$ cat config.mk
export PLATFORM = sky130hd
export DESIGN_NAME = cpu_bus_address_decode_glue
export DESIGN_NICKNAME = d
export VERILOG_FILES = /design/src/rtl/glue_pkg.sv /design/src/rtl/port_unit.sv /design/src/rtl/cpu_bus_address_decode_glue.sv
export SDC_FILE = /design/constraint.sdc
export NUM_CORES = 1
export LEC_CHECK = 0
export BUFFER_PORTS_ARGS = -buffer_cell sky130_fd_sc_hd__buf_2
export CAP_MARGIN = 10
export CELL_PAD_IN_SITES_DETAIL_PLACEMENT = 0
export CELL_PAD_IN_SITES_GLOBAL_PLACEMENT = 2
export CORE_MARGIN = 1.5
export CORE_UTILIZATION = 38
export DETAILED_ROUTE_END_ITERATION = 8
export PLACE_DENSITY = 0.78
export SETUP_SLACK_MARGIN = 0.15
export SLEW_MARGIN = 20
export SYNTH_ARGS = -nofsm -noshare
export SYNTH_HDL_FRONTEND = slang
export SYNTH_SLANG_ARGS = --single-unit
$ cat constraint.sdc
create_clock -name CLOCK_IN -period 4.6 [get_ports CLOCK_IN]
set_input_delay 0.69 -clock CLOCK_IN [delete_from_list [all_inputs] [get_ports CLOCK_IN]]
set_output_delay 0.69 -clock CLOCK_IN [all_outputs]
set_load 0.005 [all_outputs]
$ cat src/rtl/glue_pkg.sv
// Package with the address map, decode constants, register offsets and bus phase type of the glue logic.
`default_nettype none
package glue_pkg;
    // ------------------------------------------------------------
    // Address map
    // ------------------------------------------------------------
    localparam logic [7:0]  ROM_HIGH_BASE    = 8'h00;
    localparam logic [7:0]  ROM_HIGH_LIMIT   = 8'h7F;
    localparam logic [7:0]  RAM_HIGH_BASE    = 8'h80;
    localparam logic [7:0]  RAM_HIGH_LIMIT   = 8'h9F;
    localparam logic [7:0]  PORT_A_IO_BASE   = 8'h00;
    localparam logic [7:0]  PORT_A_IO_LIMIT  = 8'h0F;
    localparam logic [7:0]  PORT_B_IO_BASE   = 8'h10;
    localparam logic [7:0]  PORT_B_IO_LIMIT  = 8'h1F;
    // ------------------------------------------------------------
    // Widths and reset values
    // ------------------------------------------------------------
    localparam int          BYTE_W           = 8;
    localparam int          PORT_A_C_W       = 6;
    localparam logic [7:0]  BYTE_RESET       = 8'h00;
    localparam logic [5:0]  SIX_RESET        = 6'h00;
    localparam logic [1:0]  SEL_NONE         = 2'h0;
    // ------------------------------------------------------------
    // Port unit register offsets within an I/O range
    // ------------------------------------------------------------
    localparam logic [1:0]  PORT_OFS_0       = 2'h0;
    localparam logic [1:0]  PORT_OFS_1       = 2'h1;
    localparam logic [1:0]  PORT_OFS_2       = 2'h2;
    typedef enum logic [1:0] {
        BUS_IDLE    = 2'b00,
        BUS_ADDRESS = 2'b01,
        BUS_DATA    = 2'b11
    } bus_phase_t;
endpackage : glue_pkg
`default_nettype wire

$ cat src/rtl/port_unit.sv
// Parallel port unit: one output register written and input ports read over I/O cycles.
`timescale 1ns/1ps
`default_nettype none
module port_unit
    import glue_pkg::*;
#(
    parameter int OUT_W = 8
)(
    input  wire logic             clk_in,
    input  wire logic             rst_n_in,
    input  wire logic             select_in,
    input  wire logic             write_in,
    input  wire logic             read_in,
    input  wire logic [1:0]       offset_in,
    input  wire logic [7:0]       wdata_in,
    input  wire logic [7:0]       in0_in,
    input  wire logic [7:0]       in1_in,
    input  wire logic [7:0]       out0_rd_in,
    output logic      [OUT_W-1:0] out_port_out,
    output logic      [7:0]       rdata_out
);
    // ------------------------------------------------------------
    // Output port and read mux
    // ------------------------------------------------------------
    always_ff @(posedge clk_in or negedge rst_n_in)
    begin
        if (!rst_n_in)
            out_port_out <= '0;
        else if (select_in && write_in && offset_in == PORT_OFS_2)
            out_port_out <= wdata_in[OUT_W-1:0];
    end

    always_ff @(posedge clk_in or negedge rst_n_in)
    begin
        if (!rst_n_in)
            rdata_out <= BYTE_RESET;
        else if (select_in && read_in)
        begin
            if (offset_in == PORT_OFS_0)
                rdata_out <= in0_in;
            else if (offset_in == PORT_OFS_1)
                rdata_out <= in1_in;
            else
                rdata_out <= out0_rd_in;
        end
    end
endmodule : port_unit
`default_nettype wire

$ cat src/rtl/cpu_bus_address_decode_glue.sv
// Address latch, chip select decoder, strobe routing and parallel port units for an 8-bit CPU bus.
// Operation
// - ROM and RAM enables decode high address with memory qualifier and strobes.
// - Read strobe drives ROM output enable directly, not via decoder.
// - Read and write strobes go directly to RAM controls.
// - Low address byte captured from shared bus by high-active latch strobe.
// - Latch transparent while strobe high, output follows bus.
// - Strobe fall holds latched byte until strobe rises again.
// - Port unit A has 8-bit input, 8-bit output, 6-bit output.
// - Port unit B has two 8-bit inputs, one 8-bit output.
// - Separate select for each port unit.
// - Port unit selects only in I/O space.
// - Data and low address share a bus; high address separate.
`timescale 1ns/1ps
`default_nettype none
module cpu_bus_address_decode_glue
    import glue_pkg::*;
#(
    parameter logic [7:0] ROM_BASE  = ROM_HIGH_BASE,
    parameter logic [7:0] ROM_LIMIT = ROM_HIGH_LIMIT,
    parameter logic [7:0] RAM_BASE  = RAM_HIGH_BASE,
    parameter logic [7:0] RAM_LIMIT = RAM_HIGH_LIMIT
)(
    input  wire logic       CLOCK_IN,
    input  wire logic       RST_N_IN,
    input  wire logic [7:0] AD_IN,
    input  wire logic [7:0] ADDR_HIGH_IN,
    input  wire logic       ALE_IN,
    input  wire logic       RD_N_IN,
    input  wire logic       WR_N_IN,
    input  wire logic       IO_M_IN,
    input  wire logic [7:0] PORT_A_IN_IN,
    input  wire logic [7:0] PORT_B_IN0_IN,
    input  wire logic [7:0] PORT_B_IN1_IN,
    output logic [7:0]      AD_OUT,
    output logic            AD_OE_N_OUT,
    output logic [7:0]      LOW_ADDR_OUT,
    output logic            ROM_CE_N_OUT,
    output logic            ROM_OE_N_OUT,
    output logic            RAM_CE_N_OUT,
    output logic            RAM_RD_N_OUT,
    output logic            RAM_WR_N_OUT,
    output logic            PORT_UNIT_A_SELECT_N_OUT,
    output logic            PORT_UNIT_B_SELECT_N_OUT,
    output logic [7:0]      PORT_A_OUT0_OUT,
    output logic [5:0]      PORT_A_OUT1_OUT,
    output logic [7:0]      PORT_B_OUT_OUT
);
    // ------------------------------------------------------------
    // Reset release and input synchronisers
    // ------------------------------------------------------------
    logic [1:0] rst_sync;
    logic       rst_n;
    always_ff @(posedge CLOCK_IN or negedge RST_N_IN)
    begin
        if (!RST_N_IN)
            rst_sync <= 2'h0;
        else
            rst_sync <= {rst_sync[0], 1'b1};
    end
    assign rst_n = rst_sync[1];

    // Pins are asynchronous; every bus input passes two stages, so the
    // decoded outputs trail the pins by three cycles of the 40 MHz clock.
    logic [27:0] sync1;
    logic [27:0] sync2;
    always_ff @(posedge CLOCK_IN or negedge rst_n)
    begin
        if (!rst_n)
        begin
            sync1 <= {16'h0000, 4'h6, 8'h00};
            sync2 <= {16'h0000, 4'h6, 8'h00};
        end
        else
        begin
            sync1 <= {AD_IN, ADDR_HIGH_IN, ALE_IN, RD_N_IN, WR_N_IN, IO_M_IN, PORT_A_IN_IN};
            sync2 <= sync1;
        end
    end
    logic [7:0] ad;
    logic [7:0] ahigh;
    logic       ale;
    logic       rd_n;
    logic       wr_n;
    logic       io_m;
    logic [7:0] pa_in;
    assign {ad, ahigh, ale, rd_n, wr_n, io_m, pa_in} = sync2;

    logic [15:0] b_sync1;
    logic [15:0] b_sync2;
    always_ff @(posedge CLOCK_IN or negedge rst_n)
    begin
        if (!rst_n)
        begin
            b_sync1 <= 16'h0000;
            b_sync2 <= 16'h0000;
        end
        else
        begin
            b_sync1 <= {PORT_B_IN0_IN, PORT_B_IN1_IN};
            b_sync2 <= b_sync1;
        end
    end

    // ------------------------------------------------------------
    // Low address latch
    // ------------------------------------------------------------
    // The latch follows the shared bus while the strobe is high and keeps
    // the last sampled byte once it falls, so data on the bus is ignored.
    logic [7:0] low_addr;
    always_ff @(posedge CLOCK_IN or negedge rst_n)
    begin
        if (!rst_n)
            low_addr <= BYTE_RESET;
        else if (ale)
            low_addr <= ad;
    end
    always_ff @(posedge CLOCK_IN or negedge rst_n)
    begin
        if (!rst_n)
            LOW_ADDR_OUT <= BYTE_RESET;
        else if (ale)
            LOW_ADDR_OUT <= ad;
    end

    // ------------------------------------------------------------
    // Decoder
    // ------------------------------------------------------------
    logic rd;
    logic wr;
    logic rom_hit;
    logic ram_hit;
    logic pa_hit;
    logic pb_hit;
    assign rd      = !rd_n && !ale;
    assign wr      = !wr_n && !ale;
    assign rom_hit = !io_m && (rd || wr) && ahigh >= ROM_BASE && ahigh <= ROM_LIMIT;
    assign ram_hit = !io_m && (rd || wr) && !rom_hit && ahigh >= RAM_BASE && ahigh <= RAM_LIMIT;
    assign pa_hit  = io_m && (rd || wr) && low_addr >= PORT_A_IO_BASE && low_addr <= PORT_A_IO_LIMIT;
    assign pb_hit  = io_m && (rd || wr) && !pa_hit && low_addr >= PORT_B_IO_BASE
                     && low_addr <= PORT_B_IO_LIMIT;

    always_ff @(posedge CLOCK_IN or negedge rst_n)
    begin
        if (!rst_n)
        begin
            ROM_CE_N_OUT             <= 1'b1;
            RAM_CE_N_OUT             <= 1'b1;
            PORT_UNIT_A_SELECT_N_OUT <= 1'b1;
            PORT_UNIT_B_SELECT_N_OUT <= 1'b1;
        end
        else
        begin
            ROM_CE_N_OUT             <= !rom_hit;
            RAM_CE_N_OUT             <= !ram_hit;
            PORT_UNIT_A_SELECT_N_OUT <= !pa_hit;
            PORT_UNIT_B_SELECT_N_OUT <= !pb_hit;
        end
    end

    // Strobes bypass the decoder and only pass the synchronisers and an output register.
    always_ff @(posedge CLOCK_IN or negedge rst_n)
    begin
        if (!rst_n)
        begin
            ROM_OE_N_OUT <= 1'b1;
            RAM_RD_N_OUT <= 1'b1;
            RAM_WR_N_OUT <= 1'b1;
        end
        else
        begin
            ROM_OE_N_OUT <= rd_n;
            RAM_RD_N_OUT <= rd_n;
            RAM_WR_N_OUT <= wr_n;
        end
    end

    // ------------------------------------------------------------
    // Port units
    // ------------------------------------------------------------
    logic       wr_edge;
    logic       wr_n_q;
    logic [7:0] pa_rdata;
    logic [7:0] pb_rdata;
    logic [7:0] pa_out6_rd;
    always_ff @(posedge CLOCK_IN or negedge rst_n)
    begin
        if (!rst_n)
            wr_n_q <= 1'b1;
        else
            wr_n_q <= wr_n;
    end
    // Writes take the data on the rising edge of the write strobe.
    assign wr_edge = wr_n && !wr_n_q && !ale;
    assign pa_out6_rd = {2'h0, PORT_A_OUT1_OUT};

    port_unit #(.OUT_W(BYTE_W)) u_port_a0 (
        .clk_in       (CLOCK_IN),
        .rst_n_in     (rst_n),
        .select_in    (io_m && low_addr >= PORT_A_IO_BASE && low_addr <= PORT_A_IO_LIMIT),
        .write_in     (wr_edge),
        .read_in      (rd),
        .offset_in    (low_addr[1:0]),
        .wdata_in     (ad),
        .in0_in       (pa_in),
        .in1_in       (pa_out6_rd),
        .out0_rd_in   (PORT_A_OUT0_OUT),
        .out_port_out (PORT_A_OUT0_OUT),
        .rdata_out    (pa_rdata)
    );

    always_ff @(posedge CLOCK_IN or negedge rst_n)
    begin
        if (!rst_n)
            PORT_A_OUT1_OUT <= SIX_RESET;
        else if (wr_edge && io_m && low_addr >= PORT_A_IO_BASE && low_addr <= PORT_A_IO_LIMIT
                 && low_addr[1:0] == PORT_OFS_1)
            PORT_A_OUT1_OUT <= ad[PORT_A_C_W-1:0];
    end

    port_unit #(.OUT_W(BYTE_W)) u_port_b (
        .clk_in       (CLOCK_IN),
        .rst_n_in     (rst_n),
        .select_in    (io_m && low_addr >= PORT_B_IO_BASE && low_addr <= PORT_B_IO_LIMIT),
        .write_in     (wr_edge),
        .read_in      (rd),
        .offset_in    (low_addr[1:0]),
        .wdata_in     (ad),
        .in0_in       (b_sync2[15:8]),
        .in1_in       (b_sync2[7:0]),
        .out0_rd_in   (PORT_B_OUT_OUT),
        .out_port_out (PORT_B_OUT_OUT),
        .rdata_out    (pb_rdata)
    );

    // ------------------------------------------------------------
    // Read data back onto the shared bus
    // ------------------------------------------------------------
    always_ff @(posedge CLOCK_IN or negedge rst_n)
    begin
        if (!rst_n)
        begin
            AD_OUT      <= BYTE_RESET;
            AD_OE_N_OUT <= 1'b1;
        end
        else
        begin
            AD_OUT      <= PORT_UNIT_A_SELECT_N_OUT ? pb_rdata : pa_rdata;
            AD_OE_N_OUT <= !(io_m && rd && (pa_hit || pb_hit));
        end
    end

    // ------------------------------------------------------------
    // Checks
    // ------------------------------------------------------------
    a_onehot_selects: assert property (@(posedge CLOCK_IN) disable iff (!rst_n)
        $countones({~ROM_CE_N_OUT, ~RAM_CE_N_OUT, ~PORT_UNIT_A_SELECT_N_OUT, ~PORT_UNIT_B_SELECT_N_OUT}) <= 1)
        else $error("More than one chip select active.");
    a_idle_no_select: assert property (@(posedge CLOCK_IN) disable iff (!rst_n)
        (rd_n && wr_n) |=> (ROM_CE_N_OUT && RAM_CE_N_OUT && PORT_UNIT_A_SELECT_N_OUT && PORT_UNIT_B_SELECT_N_OUT))
        else $error("Select active with no strobe.");
    a_rom_oe_direct: assert property (@(posedge CLOCK_IN) disable iff (!rst_n)
        ##1 ROM_OE_N_OUT == $past(rd_n))
        else $error("ROM output enable does not follow read.");
    a_ram_strobes: assert property (@(posedge CLOCK_IN) disable iff (!rst_n)
        ##1 (RAM_RD_N_OUT == $past(rd_n) && RAM_WR_N_OUT == $past(wr_n)))
        else $error("RAM strobes do not follow processor.");
    a_latch_follow: assert property (@(posedge CLOCK_IN) disable iff (!rst_n)
        ale |=> LOW_ADDR_OUT == $past(ad))
        else $error("Latch not transparent.");
    a_latch_hold: assert property (@(posedge CLOCK_IN) disable iff (!rst_n)
        (!ale [*2]) |-> $stable(LOW_ADDR_OUT))
        else $error("Latch changed while strobe low.");
    a_rom_decode: assert property (@(posedge CLOCK_IN) disable iff (!rst_n)
        (!io_m && !rd_n && !ale && ahigh <= ROM_LIMIT && ahigh >= ROM_BASE) |=> !ROM_CE_N_OUT)
        else $error("ROM not selected.");
    a_ports_io_only: assert property (@(posedge CLOCK_IN) disable iff (!rst_n)
        !io_m |=> (PORT_UNIT_A_SELECT_N_OUT && PORT_UNIT_B_SELECT_N_OUT))
        else $error("Port select in memory cycle.");
    a_ram_decode: assert property (@(posedge CLOCK_IN) disable iff (!rst_n)
        (!io_m && !wr_n && !ale && !rom_hit && ahigh >= RAM_BASE && ahigh <= RAM_LIMIT) |=> !RAM_CE_N_OUT)
        else $error("RAM not selected.");
    c_rom_read: cover property (@(posedge CLOCK_IN) disable iff (!rst_n) !ROM_CE_N_OUT && !ROM_OE_N_OUT);
    c_ram_write: cover property (@(posedge CLOCK_IN) disable iff (!rst_n) !RAM_CE_N_OUT && !RAM_WR_N_OUT);
    c_port_a: cover property (@(posedge CLOCK_IN) disable iff (!rst_n) !PORT_UNIT_A_SELECT_N_OUT);
    c_port_b: cover property (@(posedge CLOCK_IN) disable iff (!rst_n) !PORT_UNIT_B_SELECT_N_OUT);
endmodule : cpu_bus_address_decode_glue
`default_nettype wire

# After elaboration in Yosys (flattened, before gate mapping)
# Cells that the tools add are included.
# word_totals
input_bits	46
wordCells	79
out_inout_bits	46
register_bits	151
# op_classes
reduce_logical	45
n_mux	5
order_cmp	8
eq_ne	2
# op_table
cell	n
$mux 8	5
$logic_and 1x1->1	32
$ge 8x1->1 const B	2
$logic_not 1->1	10
$ge 8x5->1 const B	1
$ge 8x8->1 const B	1
$le 8x4->1 const B	1
$le 8x5->1 const B	1
$le 8x7->1 const B	1
$le 8x8->1 const B	1
$eq 2x1->1 const B	1
$eq 2x2->1 const B	1
$logic_not 2->1	1
$logic_or 1x1->1	2

# Longest topological paths before layout
# Gate-level depths: netlist (run 1).
# logic_depth
ltp_word	13
depth_mapped	5
mapped_depth_nobuf	3

# Cells and area by module
# A second synthesis (run 1) with hierarchy kept.
# unflattened
cells_unflattened	279
area_unflattened_um2	4814.6
# by_module_without_submodules
mod	seq_area_each_um2	n_inst	area_per_inst_um2	cells_each
cpu_bus_address_decode_glue	2741.4	1	3148.0	151
port_unit	400.4	2	833.3	64

# Worst setup path before layout (run 1)
# No wires, ideal clock.
# synth_path
kind	reg-to-reg
from	register LOW_ADDR_OUT[5] (netlist name)
to	register u_port_b.out_port_out[0]
n_path_buf	2
path_slack_ps	2462
arrival_time_ps	2013
path_stages_with_launch	6
t_required_ps	4475
period_less_slack_ps	2138
setup_time_ps	125
cell_sequence	dfrtp_1 > or4b_1 > buf_6 > or4_4 > buf_6 > mux2_4
# synth_rtl
item	line	text
end signal, assigned	port_unit.sv:30	out_port_out <= wdata_in[OUT_W-1:0];
end, declared	port_unit.sv:19	output logic [OUT_W-1:0] out_port_out,

==> results.md, run 1 <==
- Starting Density: 39.09%
- Finished Core Util: 49.02%
- Layout Nets: 415
- Die area: 13080 um^2
- DR vias/cell: 4.392
- CTS tree: built
- Distinct cells, synth: 23
- Class of the worst hold path: in2async
- Post-CTS sizing: 0
- Crit-path max FO: 8
- Crit-path max cell delay: 0.79 ns
- Crit path launch type: register
- DRC violation count after routing: 0
- Setup bufs post-CTS: 0
- Ys Warns: 0
- CP max-delay cell: or4b_1
- Final Max Slew Viols: 0
- Final period util: 52.24%
- Mean Syn Cell Area: 17.33 um^2
- Syn_nets: 318
- P_int: 2276 uW
- Filler cell count in the final layout: 1046
- Post-Place Cells: 518
- Die Width: 114.4 um
- Max Cap Viol: 0
- Ys async rst share: 100.0%
- Grt ovf: 0
- Worst-path clk slew: 0.05 ns
- Syn Std Cell Area: 4715 um^2
- Post-DRT Antenna Nets: 0
- WP data arrival: 2.69 ns
- Power share of the combinational group: 5.2%
- Final Hold Viols: 0
- Setup Skew: 0.009399 ns
- Cell area power density: 486.9 nW/um^2
- Wirelength, routed: 8.384 mm
- Core Region: 12060 um^2
- Setup violators final: 0
- Synth Instances: 272
- N_diodes: 0
- Largest net degree at the start of global routing: 60
- Vias in the first global route: 2663
- Max Fclk: 416.1 MHz
- Net Sw Frac: 20.94%
- Port bufs: 86
- #FFs+latches synth: 141
- Post-synth top area share: 69.00%
- Post-DR wirelength/cell: 15.27 um
- Setup CP Type: reg2reg
- Gpl congestion: 0.7383
- Initial detailed-routing violation count: 126
- Post-DP HPWL: 5.724 mm
- Fin Setup TNS: 0 ns
- WP data required: 4.89 ns
- Crit path cell chain: or4b_1 -> nor4_4 -> mux2_2
- Slew headroom: 33.06%
- Drt pass-1 iters: 4
- Peak supply drop: 0.2493 mV
- Worst-margin pin slew: 1.004 ns
- Vias post-DR: 2411
- RSZ-0062 raised after global routing: no
- Clock latency on the worst-skew pair: 0.41 ns
- Total clock sinks: 141
- Endpoint type of the worst setup path: register
- Clock root cell: clkbuf_16
- First-pass GRT wire length: 13.76 mm
- Clk network pwr share: 47.1%
- Maximum root-to-sink buffer count: 2
- Ratio of cells with drive above 1 in the final layout: 50.13%
- Ys flop type: dfrtp_1
- Post-CTS Hold Buffers: 0
- Initial antenna violation count: 0
- Synth top area cells: dfrtp_1 (69%), mux2_2 (11%), dfstp_2 (6.1%)
- Tot GR Track Use: 14.48%
- Number of flops mapped to enable cells by yosys: 0
- Io pins: 92
- Post-Layout Cell Count: 549
- Htree depth: 4
- Sequential fraction of the synthesis area: 75.13%
- Status: complete, no violations
- Area growth syn-to-layout: 25.42%
- Die height: 114.4 um
- Synth area leader: dfrtp_1
- Row cnt: 40
- Clock period minus final worst setup slack: 2.403 ns
- Sequential share of power: 47.7%
- Net switching power of the design: 602.8 uW
- Leak Pwr: 0.002875 uW
- CTS Buf Count: 17
==> per-stage QoR <==
step / worst slack, ns / cell area, um^2 / power [uW] / hold WS [ns]
final: 2.197 / 5913 / 2879 / 0.05613
after global placement: 2.216 / 5313 / 1544 / 0.3232
after CTS: 2.193 / 5913 / 2921 / 0.03970
after detailed placement: 2.206 / 5313 / 1551 / 0.3347
after floorplan: 0.3998 / 4715 / 1473 / 0.3312
after global routing: 2.064 / 5913 / 3008 / 0.03817
==> layer usage <==
| layer | wire length [um] | up-vias | part of all wire [%] | track usage, % |
|---|---|---|---|---|
| met1 | 3608 | 1210 | 43 | 17.91 |
| li1 | - | 1125 | - | - |
| met3 | 527 | 13 | 6.3 | 5.929 |
| met5 | 0 | - | 0 | 0 |
| met2 | 4104 | 63 | 49 | 22.20 |
| met4 | 144 | 0 | 1.7 | 6.833 |
==> state kept, by name (all words and copies together), names as in the netlist <==
register,cells
sync1,23
sync2,23
b_sync1,16
b_sync2,16
AD_OUT,8
LOW_ADDR_OUT,8
u_port_a0.out_port_out,8
u_port_a0.rdata_out,8
u_port_b.out_port_out,8
u_port_b.rdata_out,8
PORT_A_OUT1_OUT,6
rst_sync,2
AD_OE_N_OUT,1
PORT_UNIT_A_SELECT_N_OUT,1
PORT_UNIT_B_SELECT_N_OUT,1
RAM_CE_N_OUT,1
RAM_RD_N_OUT,1
ROM_CE_N_OUT,1
wr_n_q,1
==> worst paths after layout <==
kind	startpoint	end	slack, ns	cells past startpoint
worst max-delay path	LOW_ADDR_OUT[5]	u_port_a0.out_port_out[0]	2.20	3
worst min register to register	rst_sync[1]	sync2[0]	0.32	0
worst max register to register	LOW_ADDR_OUT[5]	u_port_a0.out_port_out[0]	2.20	3
min in group CLOCK_IN	b_sync1[1]	b_sync2[1]	0.34	0
max in group asynchronous	rst_sync[1]	sync1[11]	3.20	1
worst min-delay path	RST_N_IN	rst_sync[1]	0.06	1
==> Yosys cell counts, drive strengths merged, types with 2 or more instances <==
cell type    n
mux2        53
a22o         2
buf          4
clkbuf       7
nand2       17
o21ai       15
mux2i       14
or3b         2
dfrtp      130
dfstp       11
nand2b       2
nor2         4
nor4         4
==> worst max-delay path: cells and delay by family, from the launching register on <==
| kind | cells | cell delay (ns) |
|---|---|---|
| multiplexers | 1 | 0.41 |
| AND/OR/NAND/NOR | 2 | 1.47 |
| flip-flops | 1 | 0.39 |
==> kinds of logic (layout without fill, tap and decap cells) <==
family / Yosys count / in the layout / share of synthesized area [%]
compound gates: 18 / 18 / 2.070
buf+inv: 12 / 121 / 1.539
flops: 141 / 141 / 75.13
mux: 67 / 67 / 16.27
other cells: 1 / 1 / 0.07954
simple gates: 33 / 33 / 4.910
==> cell type report <==
class | count | area, um^2 | area share [%]
inverter | 1 | 3.754 | 0.06348
clock inverter | 10 | 140.1 | 2.370
timing repair buffer | 89 | 452.9 | 7.660
sequential | 141 | 3546 | 59.97
clock buffer | 21 | 460.4 | 7.787
multi-input combinational | 119 | 1100 | 18.60
tap | 168 | 210.2 | 3.555
==> power by group through the flow <==
stage / registers, uW / logic [uW] / clock network (uW)
2_1_floorplan: 1390 / 82.1 / 0
3_3_place_gp: 1390 / 151 / 0
3_5_place_dp: 1400 / 154 / 0
4_1_cts: 1380 / 155 / 1390
5_1_grt: 1390 / 168 / 1450
6_report: 1370 / 150 / 1360
==> cells in the final DEF, fill, tap and decap left out, types with 2 or more instances in the layout <==
master / count
mux2_2: 45
buf_2: 86
bufinv_16: 3
nand2b_1: 2
mux2_4: 8
clkinvlp_4: 3
or3b_2: 2
o21ai_0: 15
mux2i_1: 14
clkbuf_8: 2
clkinv_4: 2
nor4_4: 4
dfstp_2: 11
clkbuf_16: 17
buf_4: 3
dfrtp_1: 129
clkbuf_1: 2
a22o_1: 2
nand2_1: 17
nor2_1: 4
clkinv_2: 2
Note: power is estimated with default switching activity, not from simulation.
==> run 2: changes to the inputs <==
- CORE_UTILIZATION: 38 -> 35
- PLACE_DENSITY: 0.78 -> 0.75
- clock period: 4.6 -> 2 ns (I/O delays scaled with it)
==> run 2 against run 1 <==
Compared with the run above:
- highest routed layer unchanged
- the run now ends with negative setup slack left
- non-clock buffer count rose by 57
- clock power rose by 140%
- register-to-register slack got worse by 2.3 ns
- core utilization rose by 1.4 points
- die area rose by 8.3%
==> results.md, run 2 (synthesis results as in run 1) <==
- Max Fclk: 483.8 MHz (was 416.1 MHz)
- Commonest cells after routing, fill and taps aside: dfrtp_1 (129), buf_2 (86), dlygate4sd3_1 (40) (was dfrtp_1 (129), buf_2 (86), mux2_2 (45))
- Filler cell count in the final layout: 1116 (was 1046)
- Die height: 119.1 um (was 114.4 um)
- Area growth syn-to-layout: 41.06% (was 25.42%)
- DRC violation count after routing: 0 (unchanged)
- Largest net degree at the start of global routing: 140 (was 60)
- DR vias/cell: 4.306 (was 4.392)
- Initial detailed-routing violation count: 163 (was 126)
- Post-DR wirelength/cell: 15.54 um (was 15.27 um)
- Port bufs: 86 (unchanged)
- Ratio of cells with drive above 1 in the final layout: 47.61% (was 50.13%)
- Clock period minus final worst setup slack: 2.067 ns (was 2.403 ns)
- N_diodes: 0 (unchanged)
- Post-DP HPWL: 6.027 mm (was 5.724 mm)
- Fin area: 6650 um^2 (was 5913 um^2)
- CTS Buf Count: 17 (unchanged)
- Io pins: 92 (unchanged)
- Drt pass-1 iters: 4 (unchanged)
- FF-to-FF setup slack: -0.07 ns (was 2.20 ns)
- Peak supply drop: 0.4597 mV (was 0.2493 mV)
- Layout Nets: 472 (was 415)
- Starting Density: 35.74% (was 39.09%)
- Setup violators final: 8 (was 0)
- Dpl cell area: 5532 um^2 (was 5313 um^2)
- Vias in the first global route: 2959 (was 2663)
- Violated checks: negative setup slack
- Setup CP Type: reg2reg (unchanged)
- Crit-path max FO: 8 (unchanged)
- Tot GR Track Use: 14.81% (was 14.48%)
- Die Width: 119.1 um (was 114.4 um)
- Gpl congestion: 0.6909 (was 0.7383)
- FF/Latch Area: 3546 um^2 (unchanged)
- Vias post-DR: 2648 (was 2411)
- First-pass GRT wire length: 15.66 mm (was 13.76 mm)
- Initial antenna violation count: 0 (unchanged)
- Core Region: 13190 um^2 (was 12060 um^2)
- Final Max Slew Viols: 0 (unchanged)
- Die area: 14180 um^2 (was 13080 um^2)
- Finished Core Util: 50.42% (was 49.02%)
- Endpoint type of the worst setup path: register (unchanged)
- Max Cap Viol: 0 (unchanged)
- Total clock sinks: 141 (unchanged)
- Cell area power density: 1047 nW/um^2 (was 486.9 nW/um^2)
- Leak Pwr: 0.003196 uW (was 0.002875 uW)
- Class of the worst hold path: in2async (unchanged)
- Post-DRT Antenna Nets: 0 (unchanged)
- Clock latency on the worst-skew pair: 0.41 ns (about the same)
- Crit path launch type: register (unchanged)
- Commonest non-fill, non-tap cell in the layout: dfrtp_1 (unchanged)
- Final WS setup: -0.06699 ns (was 2.197 ns)
- CTS tree: built (unchanged)
- Depth of the worst register-to-register path: 4 (was 3)
- Worst-margin pin slew: 0.6979 ns (was 1.004 ns)
- Hold slack final: 0.2034 ns (was 0.05613 ns)
- RR Endpoint: u_port_b.out_port_out[2] (was u_port_a0.out_port_out[0])
- WP data required: 2.29 ns (was 4.89 ns)
- Maximum root-to-sink buffer count: 2 (unchanged)
- Grt ovf: 0 (unchanged)
- RSZ-0062 raised after global routing: yes (was no)
- Slew headroom: 53.47% (was 33.06%)
- Status: complete, but fails checks (was complete, no violations)
- Multi-input logic area: 1219 um^2 (was 1100 um^2)
- WP data arrival: 2.36 ns (was 2.69 ns)
- Biggest registers after layout: sync1 (23), sync2 (23) (unchanged)
- Wirelength, routed: 9.557 mm (was 8.384 mm)
- Final period util: 103.3% (was 52.24%)
- Final Hold Viols: 0 (unchanged)
- Setup Skew: 0.01236 ns (was 0.009399 ns)
- Htree depth: 4 (unchanged)
- Critical R2R Launch: LOW_ADDR_OUT[6] (was LOW_ADDR_OUT[5])
- Row cnt: 42 (was 40)
- Clock root cell: clkbuf_16 (unchanged)
- CP Launch Point: LOW_ADDR_OUT[6] (was LOW_ADDR_OUT[5])
- Worst-path clk slew: 0.05 ns (about the same)
==> run 2: cell count changes in the layout (fill, tap and decap cells not counted), sizes merged <==
cell and delta:
buf +17, bufinv +1, clkbuf +1, clkinvlp -1, dlygate4sd3 +40
==> run 2: cell type report <==
class,instances,area share [%]
Sequential cell,141,53.32
Clock inverter,10,2.427
Tap cell,176,3.311
Inverter,1,0.05644
Multi-Input combinational cell,119,18.33
Timing Repair Buffer,146,15.43
Clock buffer,22,7.131
==> run 2: per-layer routing <==
metal / global-route usage [%] / routed length, um / vias to the layer above
met1: 18.35 / 4106 / 1343
met5: 0 / 0 / -
met2: 23.99 / 4865 / 52
met4: 6.551 / 142 / 0
met3: 4.502 / 443 / 11
li1: - / - / 1242
==> run 2: worst max-delay path, cell delays in order, from the launching register on <==
cell     delay (ns)
dfrtp_1        0.39
or4b_4         0.55
buf_6          0.15
or4_4          0.53
mux2_4         0.33
==> run 2: worst max-delay path by stage <==
stage	to	slack, ns
after CTS	u_port_b.out_port_out[2]	-0.06
after global routing	u_port_b.out_port_out[2]	-0.09
final	u_port_b.out_port_out[2]	-0.07
after detailed placement	u_port_b.out_port_out[3]	-0.06
after global placement	u_port_b.out_port_out[7]	-0.05
after floorplan	u_port_b.out_port_out[0]	-0.05
==> run 2: power breakdown <==
part           total, uW  leakage, uW  switching, uW  internal (uW)
sequential          3130      0.00173           87.4           3040
clock               3320     0.000304           1130           2180
combinational        516      0.00116            228            288
==> run 2: what timing repair did <==
action,in CTS,in global routing
resized for setup,16,4
hold buffers,40,0
endpoints found under the setup margin,38,38
setup buffers,1,0
endpoints found under the hold margin,41,0
pin swaps,1,0
==> run 2: stage by stage <==
| step | total power [uW] | setup WS (ns) | cells | TNS, ns |
|---|---|---|---|---|
| after CTS | 7057 | -0.06387 | 615 | -0.5527 |
| final | 6959 | -0.06699 | 615 | -0.4973 |
| after detailed placement | 3622 | -0.06106 | 542 | -0.4807 |
| after global routing | 7245 | -0.09326 | 615 | -1.461 |
| after global placement | 3606 | -0.05258 | 542 | -0.4295 |
| after floorplan | 3407 | -0.04936 | 272 | -0.7746 |
==> run 3: changes to the inputs <==
- CORE_UTILIZATION: 35 -> 41
- PLACE_DENSITY: 0.75 -> 0.83
- clock period: 2 -> 2.6 ns (I/O delays scaled with it)
==> run 3 against run 2 <==
Compared with the run above:
- the run now ends clean
- critical path depth decreased by 1
- largest cell class unchanged
- clock power decreased by 30%
- largest power group is now sequential cells
- combinational power decreased by 45%
- sequential power decreased by 23%
- sequential cell count unchanged
- critical endpoint unchanged
- highest routed layer unchanged
- count of clock-buffer cells in the layout decreased by 3
==> results.md, run 3 (synthesis results as in run 1) <==
- Status: complete, no violations (was complete, but fails checks)
- FF/Latch Area: 3546 um^2 (unchanged)
- Total power: 5029 uW (was 6959 uW)
- Dpl cell area: 5343 um^2 (was 5532 um^2)
- First-pass GRT wire length: 13.15 mm (was 15.66 mm)
- Core Region: 11030 um^2 (was 13190 um^2)
- Layout Nets: 423 (was 472)
- Commonest cells after routing, fill and taps aside: dfrtp_1 (129), buf_2 (86), mux2_2 (45) (was dfrtp_1 (129), buf_2 (86), dlygate4sd3_1 (40))
- WP data required: 2.89 ns (was 2.29 ns)
- Ratio of cells with drive above 1 in the final layout: 51.28% (was 47.61%)
- Filler cell count in the final layout: 905 (was 1116)
- Vias post-DR: 2437 (was 2648)
- Crit path launch type: register (unchanged)
- Area growth syn-to-layout: 25.93% (was 41.06%)
- CTS Buf Count: 17 (unchanged)
- Setup violators final: 0 (was 8)
- Vias in the first global route: 2498 (was 2959)
- Die area: 12150 um^2 (was 14180 um^2)
- Cell area power density: 847.1 nW/um^2 (was 1047 nW/um^2)
- Setup Skew: 0.005064 ns (was 0.01236 ns)
- Drt pass-1 iters: 4 (unchanged)
- Critical R2R Launch: LOW_ADDR_OUT[5] (was LOW_ADDR_OUT[6])
- Net Sw Frac: 22.03% (was 20.81%)
- WP data arrival: 2.54 ns (was 2.36 ns)
- Post-DR wirelength/cell: 15.76 um (was 15.54 um)
- Gpl congestion: 0.7732 (was 0.6909)
- Setup CP Type: reg2reg (unchanged)
- RR Endpoint: u_port_b.out_port_out[2] (unchanged)
- CP Launch Point: LOW_ADDR_OUT[5] (was LOW_ADDR_OUT[6])
- P_int: 3921 uW (was 5512 uW)
- Post-DRT Antenna Nets: 0 (unchanged)
- Io pins: 92 (unchanged)
- Starting Density: 42.74% (was 35.74%)
- Leak Pwr: 0.002902 uW (was 0.003196 uW)
- Final Hold Viols: 0 (unchanged)
- Total clock sinks: 141 (unchanged)
- DRC violation count after routing: 0 (unchanged)
- Sequential share of power: 48.1% (was 44.9%)
- CTS tree: built (unchanged)
- Net switching power of the design: 1108 uW (was 1448 uW)
- Clock period minus final worst setup slack: 2.249 ns (was 2.067 ns)
- Crit-path max FO: 8 (unchanged)
- DR vias/cell: 4.598 (was 4.306)
- Die height: 110.2 um (was 119.1 um)
- Power share of the combinational group: 5.7% (was 7.4%)
- Wirelength, routed: 8.354 mm (was 9.557 mm)
- Fin Setup TNS: 0 ns (was -0.4973 ns)
- Clock latency on the worst-skew pair: 0.41 ns (about the same)
- Depth of the worst register-to-register path: 3 (was 4)
- Post-CTS sizing: 0 (was 16)
- Final Max Slew Viols: 0 (unchanged)
- Maximum root-to-sink buffer count: 2 (unchanged)
- Max Cap Viol: 0 (unchanged)
- Clock root cell: clkbuf_16 (unchanged)
- Fin area: 5937 um^2 (was 6650 um^2)
- Class of the worst hold path: in2reg (was in2async)
- Commonest non-fill, non-tap cell in the layout: dfrtp_1 (unchanged)
- Biggest registers after layout: sync1 (23), sync2 (23) (unchanged)
- Setup bufs post-CTS: 0 (was 1)
- Initial antenna violation count: 0 (unchanged)
- FF-to-FF setup slack: 0.35 ns (was -0.07 ns)
- N_diodes: 0 (unchanged)
- Clk network pwr share: 46.3% (was 47.7%)
- Die Width: 110.2 um (was 119.1 um)
- Initial detailed-routing violation count: 104 (was 163)
- Final period util: 86.51% (was 103.3%)
- Port bufs: 86 (unchanged)
- RSZ-0062 raised after global routing: no (was yes)
- Row cnt: 38 (was 42)
- Largest net degree at the start of global routing: 72 (was 140)
- Tot GR Track Use: 15.29% (was 14.81%)
- Multi-input logic area: 1100 um^2 (was 1219 um^2)
- Max Fclk: 444.6 MHz (was 483.8 MHz)
- Htree depth: 4 (unchanged)
- Worst-path clk slew: 0.06 ns (was 0.05 ns)
- Worst setup path end: u_port_b.out_port_out[2] (unchanged)
- Peak supply drop: 0.4327 mV (was 0.4597 mV)
- Grt ovf: 0 (unchanged)
- Post-DP HPWL: 5.766 mm (was 6.027 mm)
- Endpoint type of the worst setup path: register (unchanged)
-- run 3: changes by cell type in the layout (fill, tap and decap cells not counted), moves of 4 or more --
cell and delta:
clkinvlp_4 +4, buf_4 -6, mux2_4 -30, mux2_2 +30
dlygate4sd3_1 -39
-- run 3: final cells by class --
class                      count  share of cell area [%]
inverter                       1                 0.06322
clock buffer                  19                   7.460
sequential                   141                   59.73
clock inverter                13                   2.381
timing repair buffer          97                   8.894
tap                          140                   2.950
multi-input combinational    119                   18.52
-- run 3: how the worst min path moves through the flow --
stage | start | to | slack [ns] | depth (start not counted)
final | RD_N_IN | sync1[10] | 0.08 | 1
after detailed placement | RST_N_IN | rst_sync[0] | 0.18 | 1
after global placement | RST_N_IN | rst_sync[0] | 0.17 | 1
after global routing | WR_N_IN | sync1[9] | 0.06 | 1
after floorplan | RST_N_IN | rst_sync[0] | 0.09 | 0
after CTS | RD_N_IN | sync1[10] | 0.06 | 1
-- run 3: power groups by stage --
stage,Combinational (uW),Sequential (uW),Clock [uW]
after floorplan,145,2460,0
after global placement,289,2450,0
after detailed placement,293,2460,0
after CTS,295,2420,2380
after global routing,321,2430,2470
final,286,2420,2330
-- run 3: metrics by stage --
stage          setup slack (ns)  cells  hold WS, ns  util (%)
2_1_floorplan            0.2685    272      0.09441         -
3_3_place_gp             0.4022    497       0.1749     48.43
3_5_place_dp             0.3611    497       0.1818     48.43
4_1_cts                  0.3453    530      0.06103     53.82
5_1_grt                  0.2753    530      0.05887     53.82
6_report                 0.3508    530      0.08000     53.82
-- run 3: metal layers --
| metal | vias up | share of wire (%) | track usage, % |
|---|---|---|---|
| li1 | 1142 | - | - |
| met1 | 1232 | 43 | 19.01 |
| met2 | 50 | 50 | 24.09 |
| met3 | 13 | 4.9 | 5.173 |
| met4 | 0 | 2.0 | 7.418 |
| met5 | - | 0 | 0 |
-- run 3: worst max-delay path: stages (launching register included) --
cell and delay, ns:
dfrtp_1 0.39, or4b_1 0.70, or4_4 0.70, mux2_4 0.33
-- run 3: timing repair --
action,CTS,global route
hold buffers,1,0
hold endpoints to repair,2,0
setup endpoints to repair,0,0
